==> config.mk <==
export PLATFORM = sky130hd
export DESIGN_NAME = tsc_top
export DESIGN_NICKNAME = d
export VERILOG_FILES = /design/src/tsc_frame_timer.v /design/src/tsc_top.v
export VERILOG_INCLUDE_DIRS = /design/src
export SDC_FILE = /design/constraint.sdc
export NUM_CORES = 1
export LEC_CHECK = 0
export ABC_AREA = 1
export BUFFER_PORTS_ARGS = -buffer_cell sky130_fd_sc_hd__buf_2
export CAP_MARGIN = 20
export CORE_ASPECT_RATIO = 1.4
export CORE_MARGIN = 8
export CORE_UTILIZATION = 48
export DETAILED_ROUTE_END_ITERATION = 12
export SYNTH_ARGS = -nofsm -noshare
export SYNTH_HDL_FRONTEND = slang
export SYNTH_SLANG_ARGS = --single-unit
==> constraint.sdc <==
create_clock -name core_clk -period 13.38 [get_ports core_clk]
set_input_delay 1.338 -clock core_clk [delete_from_list [all_inputs] [get_ports core_clk]]
set_output_delay 1.338 -clock core_clk [all_outputs]
set_load 0.02 [all_outputs]
==> src/tsc_consts.vh <==
// Constants for the touch scan configuration and tracking block:
// register offsets, field positions, reset values and timing figures.
// Assumes it is included by bare name from the design files.
`ifndef TSC_CONSTS_VH
`define TSC_CONSTS_VH

// Register offsets
`define TSC_ADDR_NOISE_OFFSET 8'h07
`define TSC_ADDR_TIMING 8'h08
`define TSC_ADDR_DEBOUNCE 8'h09
`define TSC_ADDR_TRACKING 8'h0A
`define TSC_ADDR_DOWN_LIMIT 8'h0B
`define TSC_ADDR_IRQ_ENABLE 8'h0D
`define TSC_ADDR_RAW_HI 8'h20
`define TSC_ADDR_RAW_LO 8'h21
`define TSC_ADDR_SMOOTH_HI 8'h22
`define TSC_ADDR_SMOOTH_LO 8'h23
`define TSC_ADDR_CHANGE_HI 8'h24
`define TSC_ADDR_CHANGE_LO 8'h25
`define TSC_ADDR_REF_HI 8'h26
`define TSC_ADDR_REF_LO 8'h27
`define TSC_ADDR_SMOOTHING 8'h2B
`define TSC_ADDR_FLAG 8'h2D

// Reset values
`define TSC_RST_NOISE_OFFSET 8'h00
`define TSC_RST_TIMING 8'h02
`define TSC_RST_DEBOUNCE 8'h50
`define TSC_RST_TRACKING 8'h33
`define TSC_RST_DOWN_LIMIT 8'h08
`define TSC_RST_IRQ_ENABLE 8'h00
`define TSC_RST_SMOOTHING 8'h4C

// Field positions
`define TSC_NOISE_SEL_HI 7
`define TSC_NOISE_SEL_LO 6
`define TSC_COMP_HI 4
`define TSC_COMP_LO 0
`define TSC_MOT_HI 7
`define TSC_MOT_LO 6
`define TSC_IDLE_IN_HI 5
`define TSC_IDLE_IN_LO 4
`define TSC_WAIT_HI 2
`define TSC_WAIT_LO 0
`define TSC_DEB_HI 3
`define TSC_DEB_LO 2
`define TSC_UP_HI 6
`define TSC_UP_LO 4
`define TSC_DN_HI 2
`define TSC_DN_LO 0
`define TSC_IRQ_EN_BIT 3
`define TSC_COEF_HI 3
`define TSC_COEF_LO 2
`define TSC_FLAG_BIT 0

// Frame counts for the on-time and idle-entry limits
`define TSC_MOT_LIM1 12'd600
`define TSC_MOT_LIM2 12'd2000
`define TSC_MOT_LIM3 12'd100
`define TSC_IDLE_LIM1 12'd64
`define TSC_IDLE_LIM2 12'd256
`define TSC_IDLE_LIM3 12'd1024

// Timing
`define TSC_CLK_MHZ 200
`define TSC_CARRIER_US 2
`define TSC_CARRIER_CYC (`TSC_CARRIER_US * `TSC_CLK_MHZ)
`define TSC_FRAME_UNITS 4096
`define TSC_IDLE_STEP_MS 16
`define TSC_IDLE_STEP_CYC (`TSC_IDLE_STEP_MS * 1000 * `TSC_CLK_MHZ)
`define TSC_OFF_CONSEC 4'd2

`endif

==> src/tsc_frame_timer.v <==
// Frame period timer: a one-cycle pulse every 2 us x (carrier count + 1) x 4096.
// Assumes one clock and a synchronous active-high reset.
`timescale 1ns/1ps
`default_nettype none
`include "tsc_consts.vh"

module tsc_frame_timer #(
	parameter integer CARRIER_CYC = `TSC_CARRIER_CYC
) (
	input wire core_clk,
	input wire sys_rst,
	input wire [3:0] carrier_count,
	output reg frame_tick
);

	reg [15:0] pre_cnt_reg;
	reg [16:0] unit_cnt_reg;
	wire [4:0] car_plus = {1'b0, carrier_count} + 5'h01;
	wire [16:0] unit_end = {car_plus, 12'h000} - 17'h00001;
	wire unit_tick = (pre_cnt_reg == CARRIER_CYC[15:0] - 16'h0001);

	// Carrier prescaler, then frame counter in carrier units
	always @(posedge core_clk) begin
		if (sys_rst) begin
			pre_cnt_reg <= 16'h0000;
			unit_cnt_reg <= 17'h00000;
			frame_tick <= 1'b0;
		end else begin
			frame_tick <= 1'b0;
			if (unit_tick) begin
				pre_cnt_reg <= 16'h0000;
				// Compare with >= so a lowered carrier count cannot strand the counter
				if (unit_cnt_reg >= unit_end) begin
					unit_cnt_reg <= 17'h00000;
					frame_tick <= 1'b1;
				end else begin
					unit_cnt_reg <= unit_cnt_reg + 17'h00001;
				end
			end else begin
				pre_cnt_reg <= pre_cnt_reg + 16'h0001;
			end
		end
	end

endmodule // tsc_frame_timer
`default_nettype wire

==> src/tsc_top.v <==
// Touch scan configuration, tracking and readout for one capacitive channel.
// Assumes an outer serial slave presents byte reads and writes on the register port,
// and the converter delivers one 16-bit result per cycle-wide valid pulse.
//
// Overview of operation
// - Two-bit noise filter select, zero is off
// - Five-bit compensation code drives analog cancellation
// - On-time limit reinitialises baseline: off, 600, 2000
// - On-time code three limits to 100 frames
// - Frame is 2us x (carriers+1) x 4096
// - Off-time limit enters idle: never, 64, 256, 1024
// - Idle inserts wait of code x 16 ms
// - Touch on after N consecutive deltas above threshold
// - Baseline up one after 2x up-rate samples
// - Baseline down one after 2x down-rate samples
// - Down limit re-establishes baseline on large drop
// - Enable bit three gates scan boundary interrupt
// - Flag set per result, cleared by read
// - Raw, smoothed, change, baseline readable as byte pairs
// - Smoothing coefficient quarter, eighth, half, bypass
// - Status bit shows touch on
`timescale 1ns/1ps
`default_nettype none
`include "tsc_consts.vh"

module tsc_top #(
	parameter integer CARRIER_CYC = `TSC_CARRIER_CYC,
	parameter integer IDLE_STEP_CYC = `TSC_IDLE_STEP_CYC
) (
	input wire core_clk,
	input wire sys_rst,
	input wire [7:0] reg_addr,
	input wire [7:0] reg_wdata,
	input wire reg_wr,
	input wire reg_rd,
	output reg [7:0] reg_rdata,
	input wire cdc_valid,
	input wire [15:0] cdc_data,
	input wire [3:0] carrier_count,
	input wire [7:0] touch_on_limit,
	input wire [7:0] touch_off_limit,
	output reg cdc_run,
	output reg [1:0] radio_noise_filter_sel,
	output reg [4:0] comp_code,
	output reg touch_state_bit,
	output reg idle_state,
	output reg irq_n_o,
	output reg irq_n_oe
);

	// Software-visible configuration and status
	reg [7:0] noise_offset_reg;
	reg [7:0] timing_reg;
	reg [7:0] debounce_reg;
	reg [7:0] tracking_reg;
	reg [7:0] down_limit_reg;
	reg [7:0] irq_enable_reg;
	reg [7:0] smoothing_reg;
	reg flag_reg;
	// Data path
	reg [15:0] raw_reg;
	reg [15:0] smooth_reg;
	reg [15:0] change_reg;
	reg [15:0] base_reg;
	reg primed_reg;
	// Detection and tracking counters
	reg [3:0] deb_cnt_reg;
	reg [3:0] off_cnt_reg;
	reg [3:0] up_cnt_reg;
	reg [3:0] dn_cnt_reg;
	reg [3:0] drop_cnt_reg;
	reg [11:0] frame_cnt_reg;
	reg [24:0] wait_cnt_reg;
	reg touch_reg;
	reg idle_reg;
	reg run_reg;

	wire frame_tick;

	tsc_frame_timer #(
		.CARRIER_CYC(CARRIER_CYC)
	) u_frame (
		.core_clk(core_clk),
		.sys_rst(sys_rst),
		.carrier_count(carrier_count),
		.frame_tick(frame_tick)
	);

	// Field views
	wire [1:0] mot_code = timing_reg[`TSC_MOT_HI:`TSC_MOT_LO];
	wire [1:0] idle_code = timing_reg[`TSC_IDLE_IN_HI:`TSC_IDLE_IN_LO];
	wire [2:0] wait_code = timing_reg[`TSC_WAIT_HI:`TSC_WAIT_LO];
	wire [1:0] deb_code = debounce_reg[`TSC_DEB_HI:`TSC_DEB_LO];
	wire [2:0] up_rate = tracking_reg[`TSC_UP_HI:`TSC_UP_LO];
	wire [2:0] dn_rate = tracking_reg[`TSC_DN_HI:`TSC_DN_LO];
	wire [1:0] coef = smoothing_reg[`TSC_COEF_HI:`TSC_COEF_LO];
	wire irq_en = irq_enable_reg[`TSC_IRQ_EN_BIT];

	// Smoothing: new = old + (raw - old) / 2^k, bypass loads raw
	reg [1:0] shift_k;
	always @* begin
		case (coef)
			2'b00: shift_k = 2'd2;
			2'b01: shift_k = 2'd3;
			2'b10: shift_k = 2'd1;
			default: shift_k = 2'd0;
		endcase
	end
	wire signed [16:0] sm_diff = $signed({1'b0, cdc_data}) - $signed({1'b0, smooth_reg});
	wire signed [16:0] sm_step = sm_diff >>> shift_k;
	wire [15:0] sm_filt = smooth_reg + sm_step[15:0];
	wire [15:0] smooth_new = (!primed_reg || coef == 2'b11) ? cdc_data : sm_filt;

	// Change from baseline, compared against four times the touch thresholds and against the down limit unscaled
	wire signed [16:0] delta_new = $signed({1'b0, smooth_new}) - $signed({1'b0, base_reg});
	wire signed [16:0] on_thr = $signed({7'h00, touch_on_limit, 2'b00});
	wire signed [16:0] off_thr = $signed({7'h00, touch_off_limit, 2'b00});
	wire signed [16:0] drop_thr = $signed({9'h000, down_limit_reg});
	wire above_on = delta_new > on_thr;
	wire below_off = delta_new < off_thr;
	wire above_base = smooth_new > base_reg;
	wire below_base = smooth_new < base_reg;
	wire big_drop = (-delta_new) > drop_thr;
	wire [3:0] deb_need = {1'b0, deb_code, 1'b0} + 4'h2;
	wire [3:0] up_need = {up_rate, 1'b0};
	wire [3:0] dn_need = {dn_rate, 1'b0};

	// Frame limits for on-time and idle entry
	reg [11:0] mot_lim;
	reg [11:0] idle_lim;
	always @* begin
		case (mot_code)
			2'b01: mot_lim = `TSC_MOT_LIM1;
			2'b10: mot_lim = `TSC_MOT_LIM2;
			2'b11: mot_lim = `TSC_MOT_LIM3;
			default: mot_lim = 12'h000;
		endcase
		case (idle_code)
			2'b01: idle_lim = `TSC_IDLE_LIM1;
			2'b10: idle_lim = `TSC_IDLE_LIM2;
			2'b11: idle_lim = `TSC_IDLE_LIM3;
			default: idle_lim = 12'h000;
		endcase
	end
	wire mot_expire = touch_reg && mot_lim != 12'h000 && frame_cnt_reg >= mot_lim;
	wire idle_enter = !touch_reg && !idle_reg && idle_lim != 12'h000 && frame_cnt_reg >= idle_lim;

	// Idle wait length; width covers 112 ms at the default step
	wire [31:0] wait_prod = wait_code * IDLE_STEP_CYC;
	wire [24:0] wait_load = wait_prod[24:0];

	// Register writes; hardware set of the flag wins over a clearing read
	always @(posedge core_clk) begin
		if (sys_rst) begin
			noise_offset_reg <= `TSC_RST_NOISE_OFFSET;
			timing_reg <= `TSC_RST_TIMING;
			debounce_reg <= `TSC_RST_DEBOUNCE;
			tracking_reg <= `TSC_RST_TRACKING;
			down_limit_reg <= `TSC_RST_DOWN_LIMIT;
			irq_enable_reg <= `TSC_RST_IRQ_ENABLE;
			smoothing_reg <= `TSC_RST_SMOOTHING;
			flag_reg <= 1'b0;
		end else begin
			if (reg_wr) begin
				case (reg_addr)
					`TSC_ADDR_NOISE_OFFSET: noise_offset_reg <= reg_wdata;
					`TSC_ADDR_TIMING: timing_reg <= reg_wdata;
					`TSC_ADDR_DEBOUNCE: debounce_reg <= reg_wdata;
					`TSC_ADDR_TRACKING: tracking_reg <= reg_wdata;
					`TSC_ADDR_DOWN_LIMIT: down_limit_reg <= reg_wdata;
					`TSC_ADDR_IRQ_ENABLE: irq_enable_reg <= reg_wdata;
					`TSC_ADDR_SMOOTHING: smoothing_reg <= reg_wdata;
					default: ;
				endcase
			end
			if (cdc_valid)
				flag_reg <= 1'b1;
			else if (reg_rd && reg_addr == `TSC_ADDR_FLAG)
				flag_reg <= 1'b0;
		end
	end

	// Read mux, registered; unmapped offsets read zero
	always @(posedge core_clk) begin
		if (sys_rst) begin
			reg_rdata <= 8'h00;
		end else if (reg_rd) begin
			case (reg_addr)
				`TSC_ADDR_NOISE_OFFSET: reg_rdata <= noise_offset_reg;
				`TSC_ADDR_TIMING: reg_rdata <= timing_reg;
				`TSC_ADDR_DEBOUNCE: reg_rdata <= debounce_reg;
				`TSC_ADDR_TRACKING: reg_rdata <= tracking_reg;
				`TSC_ADDR_DOWN_LIMIT: reg_rdata <= down_limit_reg;
				`TSC_ADDR_IRQ_ENABLE: reg_rdata <= irq_enable_reg;
				`TSC_ADDR_RAW_HI: reg_rdata <= raw_reg[15:8];
				`TSC_ADDR_RAW_LO: reg_rdata <= raw_reg[7:0];
				`TSC_ADDR_SMOOTH_HI: reg_rdata <= smooth_reg[15:8];
				`TSC_ADDR_SMOOTH_LO: reg_rdata <= smooth_reg[7:0];
				`TSC_ADDR_CHANGE_HI: reg_rdata <= change_reg[15:8];
				`TSC_ADDR_CHANGE_LO: reg_rdata <= change_reg[7:0];
				`TSC_ADDR_REF_HI: reg_rdata <= base_reg[15:8];
				`TSC_ADDR_REF_LO: reg_rdata <= base_reg[7:0];
				`TSC_ADDR_SMOOTHING: reg_rdata <= smoothing_reg;
				`TSC_ADDR_FLAG: reg_rdata <= {7'h00, flag_reg};
				default: reg_rdata <= 8'h00;
			endcase
		end
	end

	// Sample processing, touch decision and baseline tracking
	always @(posedge core_clk) begin
		if (sys_rst) begin
			raw_reg <= 16'h0000;
			smooth_reg <= 16'h0000;
			change_reg <= 16'h0000;
			base_reg <= 16'h0000;
			primed_reg <= 1'b0;
			deb_cnt_reg <= 4'h0;
			off_cnt_reg <= 4'h0;
			up_cnt_reg <= 4'h0;
			dn_cnt_reg <= 4'h0;
			drop_cnt_reg <= 4'h0;
			touch_reg <= 1'b0;
		end else if (mot_expire) begin
			// Stuck touch: restart detection from the present level
			base_reg <= smooth_reg;
			touch_reg <= 1'b0;
			deb_cnt_reg <= 4'h0;
			off_cnt_reg <= 4'h0;
			up_cnt_reg <= 4'h0;
			dn_cnt_reg <= 4'h0;
			drop_cnt_reg <= 4'h0;
		end else if (cdc_valid) begin
			raw_reg <= cdc_data;
			smooth_reg <= smooth_new;
			primed_reg <= 1'b1;
			if (!primed_reg) begin
				// First result seeds the baseline
				base_reg <= smooth_new;
				change_reg <= 16'h0000;
			end else begin
				change_reg <= delta_new[15:0];
				if (!touch_reg) begin
					// Debounce toward touch on
					if (above_on) begin
						if (deb_cnt_reg + 4'h1 >= deb_need) begin
							touch_reg <= 1'b1;
							deb_cnt_reg <= 4'h0;
						end else begin
							deb_cnt_reg <= deb_cnt_reg + 4'h1;
						end
					end else begin
						deb_cnt_reg <= 4'h0;
					end
					// Slow tracking; a zero rate leaves the baseline still
					if (above_base && up_need != 4'h0) begin
						dn_cnt_reg <= 4'h0;
						if (up_cnt_reg + 4'h1 >= up_need) begin
							base_reg <= base_reg + 16'h0001;
							up_cnt_reg <= 4'h0;
						end else begin
							up_cnt_reg <= up_cnt_reg + 4'h1;
						end
					end else if (below_base && dn_need != 4'h0) begin
						up_cnt_reg <= 4'h0;
						if (dn_cnt_reg + 4'h1 >= dn_need) begin
							base_reg <= base_reg - 16'h0001;
							dn_cnt_reg <= 4'h0;
						end else begin
							dn_cnt_reg <= dn_cnt_reg + 4'h1;
						end
					end else begin
						up_cnt_reg <= 4'h0;
						dn_cnt_reg <= 4'h0;
					end
					// Large sustained drop: jump the baseline instead of crawling
					if (big_drop) begin
						if (drop_cnt_reg + 4'h1 >= `TSC_OFF_CONSEC) begin
							base_reg <= smooth_new;
							drop_cnt_reg <= 4'h0;
						end else begin
							drop_cnt_reg <= drop_cnt_reg + 4'h1;
						end
					end else begin
						drop_cnt_reg <= 4'h0;
					end
				end else begin
					// Baseline frozen while touched; release after consecutive low deltas
					up_cnt_reg <= 4'h0;
					dn_cnt_reg <= 4'h0;
					drop_cnt_reg <= 4'h0;
					if (below_off) begin
						if (off_cnt_reg + 4'h1 >= `TSC_OFF_CONSEC) begin
							touch_reg <= 1'b0;
							off_cnt_reg <= 4'h0;
						end else begin
							off_cnt_reg <= off_cnt_reg + 4'h1;
						end
					end else begin
						off_cnt_reg <= 4'h0;
					end
				end
			end
		end
	end

	// Edge of touch state, for restarting the frame counter
	reg touch_prev_reg;
	wire touch_change = touch_prev_reg != touch_reg;

	// Frame counter for on-time and off-time limits
	always @(posedge core_clk) begin
		if (sys_rst) begin
			touch_prev_reg <= 1'b0;
			frame_cnt_reg <= 12'h000;
			idle_reg <= 1'b0;
		end else begin
			touch_prev_reg <= touch_reg;
			if (touch_change || mot_expire)
				frame_cnt_reg <= 12'h000;
			else if (frame_tick && frame_cnt_reg != 12'hFFF)
				frame_cnt_reg <= frame_cnt_reg + 12'h001;
			if (touch_reg)
				idle_reg <= 1'b0;
			else if (idle_enter)
				idle_reg <= 1'b1;
		end
	end

	// Idle pacing: pause the converter after each result while idle
	always @(posedge core_clk) begin
		if (sys_rst) begin
			wait_cnt_reg <= 25'h0000000;
			run_reg <= 1'b1;
		end else if (!idle_reg) begin
			// Back-to-back conversions outside idle
			wait_cnt_reg <= 25'h0000000;
			run_reg <= 1'b1;
		end else if (cdc_valid && wait_load != 25'h0000000) begin
			wait_cnt_reg <= wait_load - 25'h0000001;
			run_reg <= 1'b0;
		end else if (wait_cnt_reg != 25'h0000000) begin
			wait_cnt_reg <= wait_cnt_reg - 25'h0000001;
		end else begin
			run_reg <= 1'b1;
		end
	end

	// Output flops; the pin is open drain so only the enable moves
	always @(posedge core_clk) begin
		if (sys_rst) begin
			cdc_run <= 1'b1;
			radio_noise_filter_sel <= 2'b00;
			comp_code <= 5'h00;
			touch_state_bit <= 1'b0;
			idle_state <= 1'b0;
			irq_n_o <= 1'b0;
			irq_n_oe <= 1'b0;
		end else begin
			cdc_run <= run_reg;
			radio_noise_filter_sel <= noise_offset_reg[`TSC_NOISE_SEL_HI:`TSC_NOISE_SEL_LO];
			comp_code <= noise_offset_reg[`TSC_COMP_HI:`TSC_COMP_LO];
			touch_state_bit <= touch_reg;
			idle_state <= idle_reg;
			irq_n_o <= 1'b0;
			irq_n_oe <= flag_reg & irq_en;
		end
	end

endmodule // tsc_top
`default_nettype wire

# After elaboration in Yosys (flattened, before gate mapping)
# Index checks and enable logic that the tools add are counted.
[op_classes]
eq_ne = 30
n_mul = 1
n_mux = 43
n_bitwise = 5
n_addsub = 19
order_cmp = 13
shift = 1
n_div = 0
reduce_logical = 43
[ops]
columns = ["op", "count"]
rows = [
  ["$mux 16", 12],
  ["$pmux 8 s16", 1],
  ["$eq 8x6->1 const B", 10],
  ["$pmux 11 s3", 2],
  ["$mux 4", 14],
  ["$mux 25", 2],
  ["$reduce_bool 25->1", 2],
  ["$sub 25x1->25 const B", 2],
  ["$eq 8x4->1 const B", 5],
  ["$sub 16x16->17", 2],
  ["$add 16x1->16 const B", 2],
  ["$ge 12x12->1", 2],
  ["$reduce_bool 12->1", 2],
  ["$add 4x1->4 const B", 5],
  ["$reduce_and 2->1", 10],
  ["$add 17x1->17 const B", 1],
  ["$ge 17x17->1", 1],
  ["$gt 17x11->1", 1],
  ["$gt 17x9->1", 1],
  ["$lt 17x11->1", 1],
  ["$mux 17", 1],
  ["$neg 17->17", 1],
  ["$sshr 17x2->16", 1],
  ["$sub 17x1->17 const B", 1],
  ["30 further kinds", 73],
]
[word_totals]
word_cells = 188
latch_bits = 0
n_memories = 0
register_bits = 235
ram_bits = 0
output_inout_bits = 20
romBits = 0
input_bits = 57

# Longest topological paths before layout
[depth]
depth_word = 15
ltp_mapped = 48

# Hierarchy
# Synthesis repeated with hierarchy kept, for this count alone.
[unflattened]
hier_cells = 2623
hier_area_um2 = 17294.1
[by_module_without_submodules]
columns = ["mod", "area_per_inst_um2", "n_inst", "seq_area_each_um2", "cells_each"]
rows = [
  ["tsc_top", 15154.5, 1, 4023.9, 2318],
  ["tsc_frame_timer", 2139.6, 1, 680.7, 305],
]

# Worst setup path after synthesis
# No wires, ideal clock.
[synth_timing]
path_kind = "input to register"
from = "input cdc_data[0]"
to = "register base_reg[14]"
path_slack_ps = 6478
stages = 42
t_required_ps = 13249
arrival_ps = 6772
cell_sequence = "inv_1 -> ha_1 -> fa_1 -> o21ai_0 -> a21oi_1 -> o21ai_0 -> a21oi_1 -> o21ai_0 -> xor2_1 -> mux2i_1 -> nand2_1 -> o21ai_0 -> ha_1 -> nand2_1 -> nor3_1 -> nand3_1 -> o2111ai_1 -> a21oi_1 -> (+6 left out) -> ha_1 -> a21oi_1 -> o21ai_0 -> nor2_1 -> nand3_1 -> nand2_1 -> nand3_2 -> nor2_2 -> nand2_1 -> xor2_1 -> nand3_4 -> nand2_2 -> buf_6 -> nand2_1 -> nand2_1 -> nand2_1 -> nand2_1 -> a21oi_2"
[synth_between]
elab_chain_cells = 14
word_cells_on_any_way = 19
[synth_rtl]
columns = ["item", "line_no", "text"]
rows = [
  ["from (decl)", "tsc_top.v:38", "input wire [15:0] cdc_data,"],
  ["$sub 16x16->17 *", "tsc_top.v:109", "wire signed [16:0] sm_diff = $signed({1'b0, cdc_data}) - $signed({1'b0, smooth_reg});"],
  ["$sshr 17x2->16 *", "tsc_top.v:110", "wire signed [16:0] sm_step = sm_diff >>> shift_k;"],
  ["$add 16x16->16 *", "tsc_top.v:111", "wire [15:0] sm_filt = smooth_reg + sm_step[15:0];"],
  ["$mux 16 *", "tsc_top.v:112", "wire [15:0] smooth_new = (!primed_reg || coef == 2'b11) ? cdc_data : sm_filt;"],
  ["net smooth_new[14]", "tsc_top.v:112", ""],
  ["branches (longest 7 deep; another with $sub 16x16->17)", "-", ""],
  ["$mux 16 *", "tsc_top.v:237", "if (!primed_reg) begin"],
  ["$mux 16 *", "tsc_top.v:233", "end else if (cdc_valid) begin"],
  ["$mux 16 *", "tsc_top.v:224", "end else if (mot_expire) begin"],
  ["to (signal assigned)", "tsc_top.v:226", "base_reg <= smooth_reg;"],
  ["to (signal assigned)", "tsc_top.v:239", "base_reg <= smooth_new;"],
  ["to (signal assigned)", "tsc_top.v:259", "base_reg <= base_reg + 16'h0001;"],
  ["to (decl)", "tsc_top.v:64", "reg [15:0] base_reg;"],
]
# Mark *: on every way through the listed nets, which the timed path passes. The select of a mux whose other input is x is not followed.
# A chain may end at the register's enable or synchronous reset.

# Worst setup path in the final report
[layout_timing]
from = "input cdc_data[0]"
to = "register base_reg[5]"
[layout_between]
elab_chain_cells = 14
word_cells_on_any_way = 19
[layout_rtl]
columns = ["item", "line_no", "text"]
rows = [
  ["$sub 16x16->17 *", "tsc_top.v:109", ""],
  ["$sshr 17x2->16 *", "tsc_top.v:110", ""],
  ["$add 16x16->16 *", "tsc_top.v:111", ""],
  ["$mux 16 *", "tsc_top.v:112", ""],
  ["net smooth_new[6]", "tsc_top.v:112", ""],
  ["branches (longest 5 deep; another with $sub 16x16->17)", "-", ""],
  ["$mux 16 *", "tsc_top.v:277", "if (big_drop) begin"],
  ["$mux 16 *", "tsc_top.v:243", "if (!touch_reg) begin"],
  ["$mux 16 *", "tsc_top.v:237", ""],
  ["$mux 16 *", "tsc_top.v:233", ""],
  ["$mux 16 *", "tsc_top.v:224", ""],
]
# Marked as above.

==> impl_metrics.tcl <==
set metrics [dict create \
    fin_crit_ns 7.794 \
    syn_inst 2466 \
    ys_ff_latch 235 \
    tightestPinTransition_ns 1.031 \
    ant_nets 0 \
    pwr-share-seq 0.387 \
    yosysWarnings 0 \
    slowest_stage "o21ai_0" \
    cts_resized 0 \
    cts_sinks 235 \
    top_layer_used "met4" \
    drtPass1Iterations 6 \
    synth-xor-area-share 0.05544 \
    synth.area.mux_share 0.002417 \
    max_stage_delay_ns 0.45 \
    core_region_area_mm2 0.03403 \
    synth.yosys.seq_area_share 0.2840 \
    hold_ws_ns 0.4311 \
    grt_antenna_before_repair 1 \
    rows 80 \
    hold_class "register to register" \
    cts.path.max_buffers 3 \
    wirelength_met1_mm 21.30 \
    wl_met3_mm 2.214 \
    synthAdderAreaFrac 0.1056 \
    fin_crit_sh 0.5825 \
    r2r_end "base_reg[5]" \
    grt_pass1_wl_mm 86.22 \
    hpwl_mm 44.15 \
    synth_top_family_by_area "simple AND/OR/NAND/NOR gates" \
    power.total_w 0.001904 \
    start_util 0.4867 \
    start_kind "input port" \
    final_hold_viol_count 0 \
    portBuffers 75 \
    wl_met2_mm 28.71 \
    swShare 0.3317 \
    relSlewSlack 0.3081 \
    drcViolationCount 0 \
    synth.most_common_cell "nand2_1" \
    synth_compound_area_frac 0.1921 \
    grtUsageTotal 0.2615 \
    clk_latency_ns 0.57 \
    wl_per_cell_um 18.57 \
    route.vias.total 16710 \
    cp.required_ns 13.79 \
    rrSetupSlack_ns 5.82 \
    drv_slew 0 \
    critPathLaunch "cdc_data[0]" \
    skew_ns 0.02556 \
    crit_type "input port to register" \
    die_h_um 235.8 \
    syn-num-nets 2661 \
    wirelength_mm 55.40 \
    clk_pin_slew_worst_paths_ns 0.06 \
    cts_buffers 27 \
    max_freq_mhz 128.3 \
    leakagePower_nw 8.050 \
    antenna_cells 0 \
    drt_iter0_markers 1163 \
    synthSimpleGateAreaFrac 0.2613 \
    synth_ff_type "dfxtp_1" \
    arrival_ns 8.20 \
    rsz0062_at_grt "false" \
    fillers 3509 \
    p_comb_frac 0.235 \
    routed_via_density 5.602 \
    cts_root_buf "clkbuf_16" \
    synth_common_cells "474 x nand2_1, 354 x inv_1, 235 x dfxtp_1" \
    cts_tree "yes" \
    crit_fanout 20 \
    grt_pass1_vias 16250 \
    area_growth_pct 9.517 \
    netlist_area_mm2 0.01656 \
    grt_max_degree 66 \
    largest_reg_flops 25 \
    max_cap_violations 0 \
    layout-drive-gt1-share 0.06833 \
    power.switching_w 0.0006317 \
    gp_congestion 0.9700 \
    peakVddDrop_mv 0.09625 \
    clkPwrFrac 0.378 \
    setup_viol_count_final 0 \
    dieArea_mm2 0.04079 \
    post-cts-setup-buffer-count 0 \
    crit_path_end "base_reg[5]" \
    synth_area_leaders "dfxtp_1 28%, nand2_1 11%, ha_1 10%" \
    path_common_cell "o21ai_0" \
    synthArstFlopShare 0 \
    nets 2709 \
    hold_buffers 0 \
    overflow 0 \
    dieWidth_um 173 \
    fin_setup_tns_ns 0 \
    htreeDepth 1 \
    synth_top_area_cell "dfxtp_1" \
    rr_worst_depth 34 \
    io_pins 77 \
    syn_area_per_cell_um2 6.717 \
    post-route-util 0.5331 \
    p_int_w 0.001273 \
    synth.distinct_cells 65 \
    synth-edff-count 0 \
    synth_top_area_frac 0.2840 \
    status "completed" \
    powerDensity_mw_per_mm2 105.0 \
    r2r-start "smooth_reg[1]" \
    cp-end-kind "register" \
]
==> stage by stage <==
| stage | std cells | cell area, µm² | setup WS (ns) |
|---|---|---|---|
| floorplan | 2466 | 16560 | 6.478 |
| global placement | 2936 | 17300 | 5.152 |
| detailed placement | 2936 | 17300 | 5.061 |
| CTS | 2983 | 18140 | 5.620 |
| global route | 2983 | 18140 | 4.856 |
| finish | 2983 | 18140 | 5.586 |
==> worst max-delay path: cells and delay by family <==
family                     cells  cell delay [ns]
buffers and inverters          7             0.86
xor gates and xnor gates       1             0.16
adders and majority gates      5             1.71
AOI/OAI and AO/OA             12             2.37
and+or+nand+nor               14             1.77
==> routing by layer <==
layer | track usage | vias to the layer above
li1 | - | 8341
met1 | 0.2758 | 7778
met2 | 0.4989 | 450
met3 | 0.02798 | 141
met4 | 0.1414 | 0
met5 | 0 | -
==> cells in the final DEF, fill, tap and decap left out, drive strengths merged, types with 7 or more instances in the layout <==
master / Yosys / layout
clkinv: 4 / 9
nand2: 486 / 486
nand4: 41 / 41
nor2: 243 / 243
o211ai: 15 / 15
a21oi: 217 / 217
o21ai: 187 / 187
nor3: 62 / 62
xnor2: 25 / 25
nand3: 124 / 124
a31oi: 9 / 9
nor3b: 8 / 8
buf: 7 / 84
nor4: 18 / 18
o21a: 7 / 7
or2: 7 / 7
dfxtp: 235 / 235
clkbuf: 58 / 37
a221oi: 19 / 19
o22ai: 35 / 35
ha: 135 / 135
xor2: 79 / 79
inv: 360 / 361
a211oi: 20 / 20
==> power by group through the flow <==
stage / clock network (W) / registers, W / logic, W
global route: 0.000761 / 0.000737 / 0.000502
finish: 0.000720 / 0.000737 / 0.000448
detailed placement: 0 / 0.000751 / 0.000442
floorplan: 0 / 0.000741 / 0.000328
CTS: 0.000734 / 0.000736 / 0.000444
global placement: 0 / 0.000751 / 0.000438
==> worst min-delay path by stage <==
| stage | startpoint | depth (start not counted) | end | slack, ns |
|---|---|---|---|---|
| 5_1_grt | run_reg | 2 | cdc_run | 0.45 |
| 3_3_place_gp | run_reg | 2 | cdc_run | 0.41 |
| 3_5_place_dp | run_reg | 2 | cdc_run | 0.41 |
| 6_report | run_reg | 2 | cdc_run | 0.43 |
| 2_1_floorplan | run_reg | 2 | cdc_run | 0.39 |
| 4_1_cts | run_reg | 2 | cdc_run | 0.43 |
==> cells by family after synthesis <==
group | count (synthesis)
buffers and inverters | 429
xor gates and xnor gates | 104
and+or+nand+nor | 1002
AOI/OAI and AO/OA | 553
adders and majority gates | 138
muxes | 4
DFF | 235
other | 1
==> area by class of cell <==
| type | instances | area, µm² | area share |
|---|---|---|---|
| clock buffer | 37 | 743.2 | 0.04097 |
| clock inverter | 10 | 93.84 | 0.005173 |
| inverter | 364 | 1369 | 0.07545 |
| multi-input combinational | 1802 | 10220 | 0.5636 |
| sequential | 235 | 4705 | 0.2593 |
| tap | 451 | 564.3 | 0.03111 |
| timing repair buffer | 84 | 442.9 | 0.02442 |
(Power assumes the default switching activity.)
